File: config.mk
export PLATFORM = sky130hd
export DESIGN_NAME = ext_bus_ctl
export DESIGN_NICKNAME = d
export VERILOG_FILES = /design/src/inc/ext_bus_pkg.sv /design/src/logic/ext_bus_ctl.sv
export SDC_FILE = /design/constraint.sdc
export NUM_CORES = 1
export LEC_CHECK = 0
export BUFFER_PORTS_ARGS = -buffer_cell sky130_fd_sc_hd__buf_4
export CAP_MARGIN = 20
export CORE_ASPECT_RATIO = 1.25
export CORE_MARGIN = 4
export CORE_UTILIZATION = 45
export CTS_CLUSTER_DIAMETER = 150
export DETAILED_ROUTE_END_ITERATION = 8
export GPL_TIMING_DRIVEN = 0
export PLACE_DENSITY_LB_ADDON = 0.2
export SYNTH_ARGS = -nofsm -noshare
export SYNTH_HDL_FRONTEND = slang
export SYNTH_SLANG_ARGS = --single-unit
export TNS_END_PERCENT = 30
File: constraint.sdc
create_clock -name CLK_SYS -period 2.25 [get_ports CLK_SYS]
set_input_delay 0.1125 -clock CLK_SYS [delete_from_list [all_inputs] [get_ports CLK_SYS]]
set_output_delay 0.1125 -clock CLK_SYS [all_outputs]
set_load 0.1 [all_outputs]
File: src/inc/ext_bus_pkg.sv
// Types and constants for the external bus control block
package ext_bus_pkg;

    localparam int ADDR_W = 24;
    localparam int DATA_W = 8;
    localparam int NUM_CS = 4;

    // Chip select windows: select active when (addr & mask) == base and the space matches CS_IO_SPACE
    localparam logic [23:0] CS_BASE [NUM_CS] = '{
        24'h000000, 24'h100000, 24'h200000, 24'h000000};
    localparam logic [23:0] CS_MASK [NUM_CS] = '{
        24'hf00000, 24'hf00000, 24'hf00000, 24'h0000f0};
    localparam logic [NUM_CS-1:0] CS_IO_SPACE = 4'h8;

    // Idle value of the strobe group after reset
    localparam logic [2:0] RST_STROBES = 3'h7;
    localparam logic [1:0] RST_REQS = 2'h3;

    typedef enum logic [1:0] {
        ACC_FETCH = 2'b00,
        ACC_READ  = 2'b01,
        ACC_WRITE = 2'b10
    } acc_kind_t;

    typedef enum logic [1:0] {
        ST_IDLE  = 2'b00,
        ST_ACC   = 2'b01,
        ST_GRANT = 2'b10
    } bus_state_t;

    // Request from the core
    typedef struct packed {
        logic             valid;
        logic             io_space;
        acc_kind_t        kind;
        logic [23:0]      addr;
        logic [7:0]       wdata;
    } core_req_t;

    // Registered bus pin image
    typedef struct packed {
        logic [23:0]      addr;
        logic [7:0]       wdata;
        logic             data_oe;
        logic             memory_request_n;
        logic             io_space_request_n;
        logic             rd_n;
        logic             wr_n;
        logic             opcode_fetch_indicator_n;
        logic [3:0]       cs_n;
    } pins_t;

    typedef struct packed {
        bus_state_t       state;
        pins_t            pins;
        logic             grant_n;
        logic             stopped_n;
        logic             nmi_pend;
        logic             done;
        logic [7:0]       rdata;
    } ctl_state_t;

endpackage

File: src/logic/ext_bus_ctl.sv
// External memory and I/O bus control with bus handover
`timescale 1ns/100ps

module ext_bus_ctl
    import ext_bus_pkg::*;
(
    // Clock and reset
    input  wire logic              CLK_SYS,
    input  wire logic              RST_N,
    // Core side
    input  wire core_req_t         CORE_REQ,
    output logic                   CORE_READY,
    output logic                   CORE_DONE,
    output logic [7:0]             CORE_RDATA,
    input  wire logic              INSTR_END,
    input  wire logic              HALT_EXEC,
    input  wire logic              SLEEP_INSTRUCTION,
    input  wire logic              WAKE,
    input  wire logic              MASKABLE_IRQ,
    input  wire logic              IRQ_ENABLE,
    output logic                   NMI_TAKE,
    output logic                   IRQ_TAKE,
    // Address bus
    input  wire logic [23:0]       ADDR_I,
    output logic [23:0]            ADDR_O,
    output logic                   ADDR_OE,
    // Data bus
    input  wire logic [7:0]        DATA_I,
    output logic [7:0]             DATA_O,
    output logic                   DATA_OE,
    // Requests, two-way
    input  wire logic              MEMORY_REQUEST_N_I,
    output logic                   MEMORY_REQUEST_N_O,
    input  wire logic              IO_SPACE_REQUEST_N_I,
    output logic                   IO_SPACE_REQUEST_N_O,
    output logic                   REQ_OE,
    // Strobes, three-state; chip selects always driven
    output logic                   RD_N,
    output logic                   WR_N,
    output logic                   OPCODE_FETCH_INDICATOR_N,
    output logic                   STROBE_OE,
    output logic                   CHIP_SELECT_ZERO_N,
    output logic                   CHIP_SELECT_ONE_N,
    output logic                   CHIP_SELECT_TWO_N,
    output logic                   CHIP_SELECT_THREE_N,
    // Handover and misc
    input  wire logic              WAIT_N,
    input  wire logic              BUS_RELEASE_REQUEST_N,
    output logic                   BUS_GRANT_N,
    input  wire logic              NMI_N,
    output logic                   STOPPED_STATE_N
);

    logic       rst_meta_q;
    logic       rst_sync_q;
    ctl_state_t s_q;
    ctl_state_t s_d;
    logic [3:0] cs_hit;
    logic [3:0] cs_ext;

    // Reset release through two stages; outside must hold RST_N long enough
    always_ff @(posedge CLK_SYS or negedge RST_N) begin
        if (!RST_N) begin
            rst_meta_q <= 1'b0;
            rst_sync_q <= 1'b0;
        end else begin
            rst_meta_q <= 1'b1;
            rst_sync_q <= rst_meta_q;
        end
    end

    // Address decode for selects, applied to a core address
    always_comb begin
        for (int i = 0; i < NUM_CS; i++) begin
            cs_hit[i] = ((CORE_REQ.addr & CS_MASK[i]) == CS_BASE[i]) &&
                        (CORE_REQ.io_space == CS_IO_SPACE[i]);
        end
    end

    // Selects also follow an outside master's cycles, decoded from inputs
    always_comb begin
        for (int i = 0; i < NUM_CS; i++) begin
            cs_ext[i] = ((ADDR_I & CS_MASK[i]) == CS_BASE[i]) &&
                        (CS_IO_SPACE[i] ? !IO_SPACE_REQUEST_N_I
                                        : !MEMORY_REQUEST_N_I);
        end
    end

    always_comb begin
        s_d = s_q;
        s_d.done = 1'b0;
        // Wake on any interrupt or explicit wake
        if (!s_q.stopped_n && (WAKE || !NMI_N || MASKABLE_IRQ)) begin
            s_d.stopped_n = 1'b1;
        end
        if (HALT_EXEC || SLEEP_INSTRUCTION) begin
            s_d.stopped_n = 1'b0;
        end
        // Level latch, set while NMI_N is low; cleared at instruction end once NMI_N is high
        if (!NMI_N) begin
            s_d.nmi_pend = 1'b1;
        end else if (INSTR_END) begin
            s_d.nmi_pend = 1'b0;
        end
        unique case (s_q.state)
            ST_IDLE: begin
                if (!BUS_RELEASE_REQUEST_N) begin
                    // Float first, grant on the next edge
                    s_d.state = ST_GRANT;
                    s_d.pins.data_oe = 1'b0;
                end else if (CORE_REQ.valid) begin
                    s_d.state = ST_ACC;
                    s_d.pins.addr = CORE_REQ.addr;
                    s_d.pins.wdata = CORE_REQ.wdata;
                    s_d.pins.memory_request_n = CORE_REQ.io_space;
                    s_d.pins.io_space_request_n = !CORE_REQ.io_space;
                    s_d.pins.rd_n = (CORE_REQ.kind == ACC_WRITE);
                    s_d.pins.wr_n = (CORE_REQ.kind != ACC_WRITE);
                    s_d.pins.opcode_fetch_indicator_n =
                        !(CORE_REQ.kind == ACC_FETCH &&
                          !CORE_REQ.io_space);
                    s_d.pins.data_oe = (CORE_REQ.kind == ACC_WRITE);
                    s_d.pins.cs_n = ~cs_hit;
                end
            end
            ST_ACC: begin
                // Pins hold while wait is low
                if (WAIT_N) begin
                    s_d.state = ST_IDLE;
                    s_d.done = 1'b1;
                    s_d.rdata = DATA_I;
                    s_d.pins.memory_request_n = 1'b1;
                    s_d.pins.io_space_request_n = 1'b1;
                    s_d.pins.rd_n = 1'b1;
                    s_d.pins.wr_n = 1'b1;
                    s_d.pins.opcode_fetch_indicator_n = 1'b1;
                    s_d.pins.data_oe = 1'b0;
                    s_d.pins.cs_n = 4'hf;
                end
            end
            ST_GRANT: begin
                s_d.grant_n = 1'b0;
                s_d.pins.cs_n = ~cs_ext;
                if (BUS_RELEASE_REQUEST_N && !s_q.grant_n) begin
                    s_d.state = ST_IDLE;
                    s_d.grant_n = 1'b1;
                    s_d.pins.cs_n = 4'hf;
                end
            end
            default: s_d.state = ST_IDLE;
        endcase
    end

    always_ff @(posedge CLK_SYS or negedge rst_sync_q) begin
        if (!rst_sync_q) begin
            s_q.state <= ST_IDLE;
            s_q.pins.addr <= '0;
            s_q.pins.wdata <= '0;
            s_q.pins.data_oe <= 1'b0;
            {s_q.pins.memory_request_n, s_q.pins.io_space_request_n}
                <= RST_REQS;
            {s_q.pins.rd_n, s_q.pins.wr_n,
             s_q.pins.opcode_fetch_indicator_n} <= RST_STROBES;
            s_q.pins.cs_n <= 4'hf;
            s_q.grant_n <= 1'b1;
            s_q.stopped_n <= 1'b1;
            s_q.nmi_pend <= 1'b0;
            s_q.done <= 1'b0;
            s_q.rdata <= '0;
        end else begin
            s_q <= s_d;
        end
    end

    // Nonmaskable wins over any maskable source, enables ignored
    assign NMI_TAKE   = INSTR_END && s_q.nmi_pend;
    assign IRQ_TAKE   = INSTR_END && !s_q.nmi_pend &&
                        MASKABLE_IRQ && IRQ_ENABLE;
    assign CORE_READY = (s_q.state == ST_IDLE) && BUS_RELEASE_REQUEST_N;
    assign CORE_DONE  = s_q.done;
    assign CORE_RDATA = s_q.rdata;

    // Driving only while the bus is ours, except the chip selects
    assign ADDR_OE   = (s_q.state != ST_GRANT);
    assign REQ_OE    = (s_q.state != ST_GRANT);
    assign STROBE_OE = (s_q.state != ST_GRANT);
    assign ADDR_O    = s_q.pins.addr;
    assign DATA_O    = s_q.pins.wdata;
    assign DATA_OE   = s_q.pins.data_oe && (s_q.state == ST_ACC);
    assign MEMORY_REQUEST_N_O       = s_q.pins.memory_request_n;
    assign IO_SPACE_REQUEST_N_O     = s_q.pins.io_space_request_n;
    assign RD_N                     = s_q.pins.rd_n;
    assign WR_N                     = s_q.pins.wr_n;
    assign OPCODE_FETCH_INDICATOR_N = s_q.pins.opcode_fetch_indicator_n;
    assign CHIP_SELECT_ZERO_N       = s_q.pins.cs_n[0];
    assign CHIP_SELECT_ONE_N        = s_q.pins.cs_n[1];
    assign CHIP_SELECT_TWO_N        = s_q.pins.cs_n[2];
    assign CHIP_SELECT_THREE_N      = s_q.pins.cs_n[3];
    assign BUS_GRANT_N              = s_q.grant_n;
    assign STOPPED_STATE_N          = s_q.stopped_n;
endmodule

Yosys cells after proc, flatten, opt, wreduce, memory -nomap -nowiden
Index checks and enable logic that the tools add are counted.

operators by class
  $add $sub $neg = 0
  multiply operators = 0
  divide/modulo/power cells = 0
  magnitude comparators = 0
  eq/ne operators = 15
  shifts and indexed selects = 0
  muxes and demuxes = 17
  bitwise operators = 3
  reductions and logical operators = 43

operators by type and width
  kind                                            count
  zero test 24 bit                                4
  two-way mux 44 bit                              1
  two-way mux 9 bit                               3
  logical AND 1 bit                               17
  != test 2 bit (second input constant)           7
  case mux 4 bit (3 select lines)                 1
  case mux 6 bit (2 select lines)                 1
  two-way mux 10 bit                              1
  AND reduction 3 bit                             3
  == test 4 x 1 -> 1 bit (second input constant)  2
  == test 4 x 2 -> 1 bit (second input constant)  2
  zero test 1 bit                                 8
  inverter 4 bit                                  2
  AND reduction 4 bit                             2
  two-way mux 2 bit                               3
  case mux 2 bit (3 select lines)                 1
  two-way mux 1 bit                               5
  two-way mux 5 bit                               1
  == test 2 bit (second input constant)           2
  zero test 2 bit                                 2
  nonzero test 2 bit                              2
  logical OR 1 bit                                3
  != test 3 bit (second input constant)           1
  nonzero test 3 bit                              1
  other kinds (3)                                 3

storage, ports and cells
  bits in registers = 58
  bits in latches = 0
  RAM bits = 0
  bits in read-only memories = 0
  bits of input ports = 81
  output and inout bits = 59
  logic and storage cells = 95
  memories = 0

Longest topological paths before layout
Gate-level depths: netlist of the first run.

  depth in word-level cells = 6
  mapped depth = 8
  gate-level depth less buffers = 6

Least setup slack after synthesis of the first run
No wires, ideal clock.

  path kind = register to register
  start point = register s_q, in the netlist BUS_GRANT_N
  end point = register s_q, in the netlist CHIP_SELECT_ONE_N
  setup time = 0.095 ns
  data arrival time = 1.735 ns
  required time = 2.155 ns
  slack = 0.420 ns
  cell stages (with the launch flop) = 5
  path buffers = 0
  clock period less this slack = 1.830 ns
  cells stage by stage = dfstp_2 -> nor2b_1 -> or4_4 -> o41ai_1 -> a31oi_1

between the ends
  longest elaborated chain between the ends = 4

RTL lines
  element                          line                RTL
  start: declaration               ext_bus_ctl.sv:56   ctl_state_t s_q;
  zero test 1 bit                  ext_bus_ctl.sv:144  if (BUS_RELEASE_REQUEST_N && !s_q.grant_n) begin
  logical AND 1 bit                ext_bus_ctl.sv:144
  two-way mux 5 bit                ext_bus_ctl.sv:144
  case mux 4 bit (3 select lines)  ext_bus_ctl.sv:105  unique case (s_q.state)

Every way passes these cells.
A chain may end at the register's enable or synchronous reset.

Worst setup path in the final report of the first run
  start point = register s_q[54] (netlist name)
  end point = register s_q, in the netlist OPCODE_FETCH_INDICATOR_N

between the ends
  longest elaborated chain between the ends = 3
  elaborated cells between the ends (all ways) = 8
  those cells by class = eq/ne: 4; mux: 1; reduce/logical: 3

RTL lines
  element                                                                      line
  == test 2 x 1 -> 1 bit / zero test 2 bit (equally long branches)             ext_bus_ctl.sv:105
  != test 2 bit (no source line) / nonzero test 2 bit (equally long branches)  -
  AND reduction 4 bit (no source line)                                         -

Parallel ways exist; a longest one is shown, timed or not.

==> impl_summary.log, run 1 <==
INFO  metric run_status = completed
INFO  metric synth-async-reset-ratio = 100%
INFO  metric floorplan.initialDensity = approximately 47%
INFO  metric route.detailed.vias_per_inst = between 4 and 5
INFO  metric critical_path_required = roughly 2.5 ns
INFO  metric dr_total_vias = approximately 2100
INFO  metric largest_buffer_count_on_any_clock_path = 2
INFO  metric whs = around 0.016 ns
INFO  metric number_of_enable_type_register_cells_in_the_synthesized_netlist = 0
INFO  metric grt_pass1_vias = 2238
INFO  metric final_core_util = around 72%
INFO  metric register_area = about 1500 um^2
INFO  metric grt_max_degree = 39
INFO  metric rows = 31
INFO  metric min_delay_path_depth = 2
INFO  metric place.port_buffers = approximately 120
INFO  metric antenna_cells_inserted = 0
INFO  metric dp_hpwl = 4770 um
INFO  metric arrival = 2.07 ns
INFO  metric io-pin-count = between 100 and 150
INFO  metric grt_antenna_before_repair = 0
INFO  metric fill_cells = around 470
INFO  metric timing.fmax = about 550 MHz
INFO  metric multiInputGateArea = just under 900 um^2
INFO  metric grt_remaining_overflow = 0
INFO  metric ys_seq_elements = 58
INFO  metric worst_hold_path.endpoint = ADDR_O[18]
INFO  metric drt_pass1_iterations = 4
INFO  metric synthToLayoutAreaGrowth = 54.5%
INFO  metric clk_pin_slew_worst_paths = ~0.06 ns
INFO  metric finalWorstPathRequiredPeriod = between 1.5 and 2 ns
INFO  metric timing_max_transition_violations_final = 0
INFO  metric drt_wl_total = about 6300 um
INFO  metric syn_inst = roughly 220
INFO  metric num-nets-final = 466
INFO  metric syn_area_per_cell = about 12 um^2
INFO  metric finalCritPeriodShare = ~81%
INFO  metric cts_made_buffers = 9
INFO  metric regToRegSetupSlack = about 0.43 ns
INFO  metric tns = 0 ns
INFO  metric synth-seq-area-share = a little over half
INFO  metric timing.final.hold_violations = 0
INFO  metric clk-insertion-delay-late = about 0.33 ns
INFO  metric r2r_cells = 6
INFO  metric count_of_h_tree_levels_built_during_cts = 3
INFO  metric grt_first_pass_wirelength = around 10000 um
INFO  metric synth_area = ~2700 um^2
INFO  metric critical_path.reg2reg.startpoint = s_q[54]
INFO  metric drv_cap = 0
INFO  metric critical_path.reg2reg.endpoint = OPCODE_FETCH_INDICATOR_N
INFO  metric post_cts_buffers = 0
INFO  metric clock_tree.root_cell = sky130_fd_sc_hd__clkbuf_8
INFO  metric global_route.usage.total = 18.1%
INFO  metric die_area = around 7400 um^2
INFO  metric remaining_drc_errors = 0
INFO  metric setup_failing_eps_final = 0
INFO  metric synthDistinctLibCells = 31
INFO  metric rsz0062_at_grt = no
INFO  metric synth.cells.most_frequent = sky130_fd_sc_hd__dfrtp_1 (47), sky130_fd_sc_hd__buf_4 (42), sky130_fd_sc_hd__mux2_2 (41), sky130_fd_sc_hd__dfstp_2 (11)
INFO  metric synth_largest_type_area_fraction = 43.1%
INFO  metric floorplan.core_area = a little under 6000 um^2
INFO  metric routedWlPerCell = approximately 13 um
INFO  metric synth.yosys.warnings = 0
INFO  metric clock_tree_from_tritoncts = yes
INFO  metric holdCritStartpoint = CORE_REQ[26]
INFO  metric die-height = ~95 um
INFO  metric place.gp.congestion = just under 0.8
INFO  metric synth.net_count = a little over 300
INFO  metric die_width = 77.6 um
INFO  metric start_kind = flop
INFO  metric post-synth-top-area-cell = sky130_fd_sc_hd__dfrtp_1
INFO  metric clock_sinks = 58
INFO  metric skew = about 0.0081 ns
INFO  metric timing.setup.critical_path_class = reg -> reg
INFO  metric critical_path_peak_fanout = 9
INFO  metric drt_first_iter_violations = 82
INFO  metric worstSetupEndpointType = flop
INFO  metric min-delay-path-class = in -> reg
INFO  metric ant_nets = 0
INFO  metric synth_most_common_cell = sky130_fd_sc_hd__dfrtp_1
INFO  metric layout_cells_sized_above_1 = between 60% and 70%
INFO  metric synth_top_flop_cell = sky130_fd_sc_hd__dfrtp_1
INFO  metric synth.area.top_cells = sky130_fd_sc_hd__dfrtp_1 (43%), sky130_fd_sc_hd__mux2_2 (17%), sky130_fd_sc_hd__buf_4 (12%)
[critical path: stages, from the launching register on]
cell                       delay, ns
sky130_fd_sc_hd__dfrtp_1        0.39
sky130_fd_sc_hd__inv_1          0.10
sky130_fd_sc_hd__ha_1           0.16
sky130_fd_sc_hd__clkbuf_2       0.17
sky130_fd_sc_hd__nand3_2        0.22
sky130_fd_sc_hd__or3_1          0.41
sky130_fd_sc_hd__o32a_1         0.30
[per-layer routing]
| layer | vias up | GRT usage (%) | share of wire (%) |
|---|---|---|---|
| met1 | 1006 | 19.6 | 37 |
| met3 | 7 | 7.28 | 8.4 |
| li1 | 1042 | - | - |
| met5 | - | 0 | 0 |
| met4 | 0 | 6.97 | 1.0 |
| met2 | 74 | 31.6 | 54 |
[worst max-delay path by stage]
stage                      startpoint                  endpoint  slack [ns]  cells after the start
after floorplan           BUS_GRANT_N         CHIP_SELECT_ONE_N        0.42                      4
after global placement     rst_sync_q                 ADDR_O[2]       -0.16                      0
after detailed placement      s_q[54]  OPCODE_FETCH_INDICATOR_N        0.44                      6
after CTS                     s_q[54]  OPCODE_FETCH_INDICATOR_N        0.41                      6
after global routing          s_q[55]  OPCODE_FETCH_INDICATOR_N        0.30                      6
final                         s_q[54]  OPCODE_FETCH_INDICATOR_N        0.43                      6
[registers in the layout, indices dropped and copies added, names as in the netlist]
| signal | count |
|---|---|
| ADDR_O | 24 |
| BUS_GRANT_N | 1 |
| CHIP_SELECT_ONE_N | 1 |
| CHIP_SELECT_THREE_N | 1 |
| CHIP_SELECT_TWO_N | 1 |
| CHIP_SELECT_ZERO_N | 1 |
| CORE_DONE | 1 |
| CORE_RDATA | 8 |
| DATA_O | 8 |
| IO_SPACE_REQUEST_N_O | 1 |
| MEMORY_REQUEST_N_O | 1 |
| OPCODE_FETCH_INDICATOR_N | 1 |
| RD_N | 1 |
| STOPPED_STATE_N | 1 |
| WR_N | 1 |
| rst_meta_q | 1 |
| rst_sync_q | 1 |
| s_q | 4 |
[final cells by class]
type	instances	share of cell area, %
buffer	47	8.08
clock buffer	13	3.77
clock inverter	3	0.950
inverter	10	0.891
multi-input combinational	108	21.0
sequential	58	34.8
tap	82	2.44
timing repair buffer	148	28.1
[kinds of logic after synthesis]
logic type,after synthesis,synth area share (%)
AO/OA/AOI/OAI,25,6.20
flip-flops,58,53.7
other,1,0.138
AND/OR/NAND/NOR,37,7.39
adder cells (fa/ha/maj),3,1.38
buffers and inverters,57,13.9
multiplexers,42,17.3
[placed cells by master (no fill, tap or decap), types with 2 or more instances in the layout]
cell type / count
sky130_fd_sc_hd__dfstp_2: 11
sky130_fd_sc_hd__dlygate4sd3_1: 24
sky130_fd_sc_hd__nor2_1: 8
sky130_fd_sc_hd__clkbuf_1: 2
sky130_fd_sc_hd__a21oi_1: 5
sky130_fd_sc_hd__clkbuf_8: 11
sky130_fd_sc_hd__a31oi_1: 5
sky130_fd_sc_hd__buf_2: 4
sky130_fd_sc_hd__o21ai_0: 5
sky130_fd_sc_hd__clkinv_2: 2
sky130_fd_sc_hd__nor3_1: 2
sky130_fd_sc_hd__nor4_1: 2
sky130_fd_sc_hd__inv_1: 10
sky130_fd_sc_hd__o32a_1: 2
sky130_fd_sc_hd__o21a_1: 3
sky130_fd_sc_hd__nand2_1: 10
sky130_fd_sc_hd__dfrtp_1: 46
sky130_fd_sc_hd__ha_1: 3
sky130_fd_sc_hd__nor2b_1: 4
sky130_fd_sc_hd__and2_1: 2
sky130_fd_sc_hd__mux2_2: 41
sky130_fd_sc_hd__nand2b_1: 3
sky130_fd_sc_hd__o41ai_1: 3
sky130_fd_sc_hd__buf_4: 165
[what timing repair did]
| item | in CTS | in global routing |
|---|---|---|
| hold buffers | 22 | 2 |
| gates resized for setup | 0 | 0 |
| endpoints found under the hold margin | 21 | 2 |
[metrics by stage]
stage	setup WS [ns]	instance area [um^2]	cells
floorplan	0.420	2730	223
global placement	-0.156	3750	428
detailed placement	0.443	3770	429
CTS	0.414	4190	467
global route	0.305	4210	469
finish	0.427	4210	469
Power of run 1 is left out: the tool's default activity adds up to more than one toggle a clock period on the data nets, which glitch-free logic cannot reach.
==> run 2, diff against run 1 <==
==> constraint.sdc (replaced) <==
create_clock -name CLK_SYS -period 1.7 [get_ports CLK_SYS]
set_input_delay 0.085 -clock CLK_SYS [delete_from_list [all_inputs] [get_ports CLK_SYS]]
set_output_delay 0.085 -clock CLK_SYS [all_outputs]
set_load 0.1 [all_outputs]
==> run 2 against run 1 <==
The run now ends with negative setup slack left. Cell area rose by 6.1%. Flip-flop and latch count is the same. Sequential share of layout area down 1.9 points. Highest routed layer unchanged.
==> impl_summary.log, run 2 (same netlist as run 1, synthesis figures left out) <==
INFO  metric run_status = finished, violations left
INFO  metric failing_checks = negative setup slack
INFO  metric drv_cap = 0 (unchanged)
INFO  metric postPlaceCellArea = 3780 um^2 (+0.20%)
INFO  metric remaining_drc_errors = 0 (unchanged)
INFO  metric clock_tree.root_cell = sky130_fd_sc_hd__clkbuf_8
INFO  metric die_area = 7380 um^2 (unchanged)
INFO  metric worstSetupEndpointType = flop
INFO  metric final-instance-count-excl-fill = 492 (+4.9%)
INFO  metric relSlewSlack = a little over half
INFO  metric critical_path.slowest_cell = sky130_fd_sc_hd__dfstp_4
INFO  metric grt_max_degree = 31 (-21%)
INFO  metric skew = 0.0117 ns (+0.00358 ns)
INFO  metric timing.fmax = 586 MHz (+6.8%)
INFO  metric rows = 31 (unchanged)
INFO  metric final_cell_area = 4470 um^2 (+6.1%)
INFO  metric arrival = 1.95 ns (-0.12 ns)
INFO  metric setup_failing_eps_final = 1 (+1)
INFO  metric grt_pass1_vias = 2324 (+3.8%)
INFO  metric tns = -0.00698 ns (-0.00698 ns)
INFO  metric final_setup_slack_of_the_worst_path = -0.00698 ns (-0.434 ns)
INFO  metric final_core_util = 76.3% (+4.4 points)
INFO  metric final_cell_mix = sky130_fd_sc_hd__buf_4 (170), sky130_fd_sc_hd__dfrtp_1 (46), sky130_fd_sc_hd__dlygate4sd3_1 (43), sky130_fd_sc_hd__mux2_2 (41), sky130_fd_sc_hd__clkbuf_8 (11)
INFO  metric place.port_buffers = 123 (unchanged)
INFO  metric cp_top_family = flip-flops
INFO  metric drt_first_iter_violations = 92 (+12%)
INFO  metric timing.critical_path.buf_inv = 0 (-2)
INFO  metric drt_pass1_iterations = 6 (+2)
INFO  metric dr_total_vias = 2259 (+6.1%)
INFO  metric count_of_h_tree_levels_built_during_cts = 3 (unchanged)
INFO  metric layout_commonest_cell = sky130_fd_sc_hd__buf_4
INFO  metric critical_path_required = 1.94 ns (-0.56 ns)
INFO  metric timing.final.hold_violations = 0 (unchanged)
INFO  metric largest_register_ff_count = 24 (unchanged)
INFO  metric io-pin-count = 140 (unchanged)
INFO  metric die-height = 95.0 um (unchanged)
INFO  metric largest_buffer_count_on_any_clock_path = 2 (unchanged)
INFO  metric timing_max_transition_violations_final = 0 (unchanged)
INFO  metric placedCellCount = 429 (unchanged)
INFO  metric min-delay-path-class = in -> reg
INFO  metric grt_antenna_before_repair = 0 (unchanged)
INFO  metric critical_path_peak_fanout = 4 (-5)
INFO  metric routedWlPerCell = 14.2 um (+6.1%)
INFO  metric global_route.usage.total = 19.3% (+1.2 points)
INFO  metric rsz0062_at_grt = yes
INFO  metric drt_wl_total = 7000 um (+11%)
INFO  metric timing.setup.critical_path_class = reg -> reg
INFO  metric num-nets-final = 488 (+4.7%)
INFO  metric route.detailed.vias_per_inst = 4.59 (+1.1%)
INFO  metric clock_sinks = 58 (unchanged)
INFO  metric worst_slew_pin_slew = approximately 0.68 ns
INFO  metric floorplan.core_area = 5860 um^2 (unchanged)
INFO  metric clk-insertion-delay-late = 0.34 ns (about the same)
INFO  metric layout_cells_sized_above_1 = 60.9% (-1.7 points)
INFO  metric critPathMaxStageDelay = 0.63 ns (+0.22 ns)
INFO  metric die_width = 77.6 um (unchanged)
INFO  metric clock_tree_from_tritoncts = yes
INFO  metric ant_nets = 0 (unchanged)
INFO  metric place.gp.congestion = 0.850 (+7.2%)
INFO  metric synthToLayoutAreaGrowth = 63.9%
INFO  metric grt_first_pass_wirelength = 10800 um (+6.3%)
INFO  metric finalWorstPathRequiredPeriod = 1.71 ns (-0.116 ns)
INFO  metric cts_made_buffers = 9 (unchanged)
INFO  metric grt_remaining_overflow = 0 (unchanged)
INFO  metric start_kind = flop
INFO  metric floorplan.initialDensity = 46.5% (unchanged)
INFO  metric clk_pin_slew_worst_paths = 0.07 ns (about the same)
INFO  metric ordered_cell_list_for_the_critical_path = nor2b_1 > or4_4 > o41ai_1 > a31oi_1
INFO  metric finalCritPeriodShare = 100% (+19 points)
INFO  metric dp_hpwl = 4760 um (-0.12%)
==> run 2: worst paths after layout <==
path | from | to | slack (ns) | cells after the start
worst max register to register | BUS_GRANT_N | CHIP_SELECT_TWO_N | -0.007 | 4
worst max-delay path | BUS_GRANT_N | CHIP_SELECT_TWO_N | -0.007 | 4
min in group asynchronous | RST_N | rst_sync_q | 0.07 | 2
max in group asynchronous | rst_sync_q | STOPPED_STATE_N | 0.73 | 1
worst min register to register | rst_sync_q | ADDR_O[17] | 0.30 | 0
worst min-delay path | CORE_REQ[31] | ADDR_O[23] | 0.01 | 2
==> run 2: final cells by class <==
| class | instances | area [um^2] |
|---|---|---|
| diodes | 1 | 2.50 |
| plain buffers | 47 | 357 |
| clock buffers | 13 | 159 |
| clock inverters | 3 | 15.0 |
| fillers | 396 | 1390 |
| inverters | 10 | 41.3 |
| multi-input cells | 108 | 901 |
| flip-flops and latches | 58 | 1470 |
| well taps | 82 | 103 |
| repair buffers | 170 | 1420 |
==> run 2: worst reg2reg max path: cells and delay by family, from the launching register on <==
kind | cells | cell delay, ns
AOI/OAI and AO/OA | 2 | 0.49
and+or+nand+nor | 2 | 0.49
DFF | 1 | 0.63
==> run 2: per-layer routing <==
| metal | global-route usage, % | part of all wire (%) |
|---|---|---|
| met1 | 20.7 | 37 |
| met5 | 0 | 0 |
| met4 | 8.31 | 1.5 |
| met3 | 6.62 | 7.5 |
| met2 | 34.3 | 54 |
==> run 2: timing repair <==
item,4_1_cts,5_1_grt
setup endpoints to repair,39,50
buffers inserted,0,3
hold buffers,43,0
gates resized for setup,8,9
pin swaps,0,1
hold endpoints to repair,42,0
==> run 2: per-stage QoR <==
step                worst slack [ns]  hold slack, ns
finish                      -0.00698          0.0112
global route                 -0.0665         0.00804
CTS                          -0.0318         0.00298
detailed placement            -0.103          -0.131
global placement             -0.0862          -0.132
floorplan                    -0.0308          -0.211
Power of run 2 is left out for the same reason.
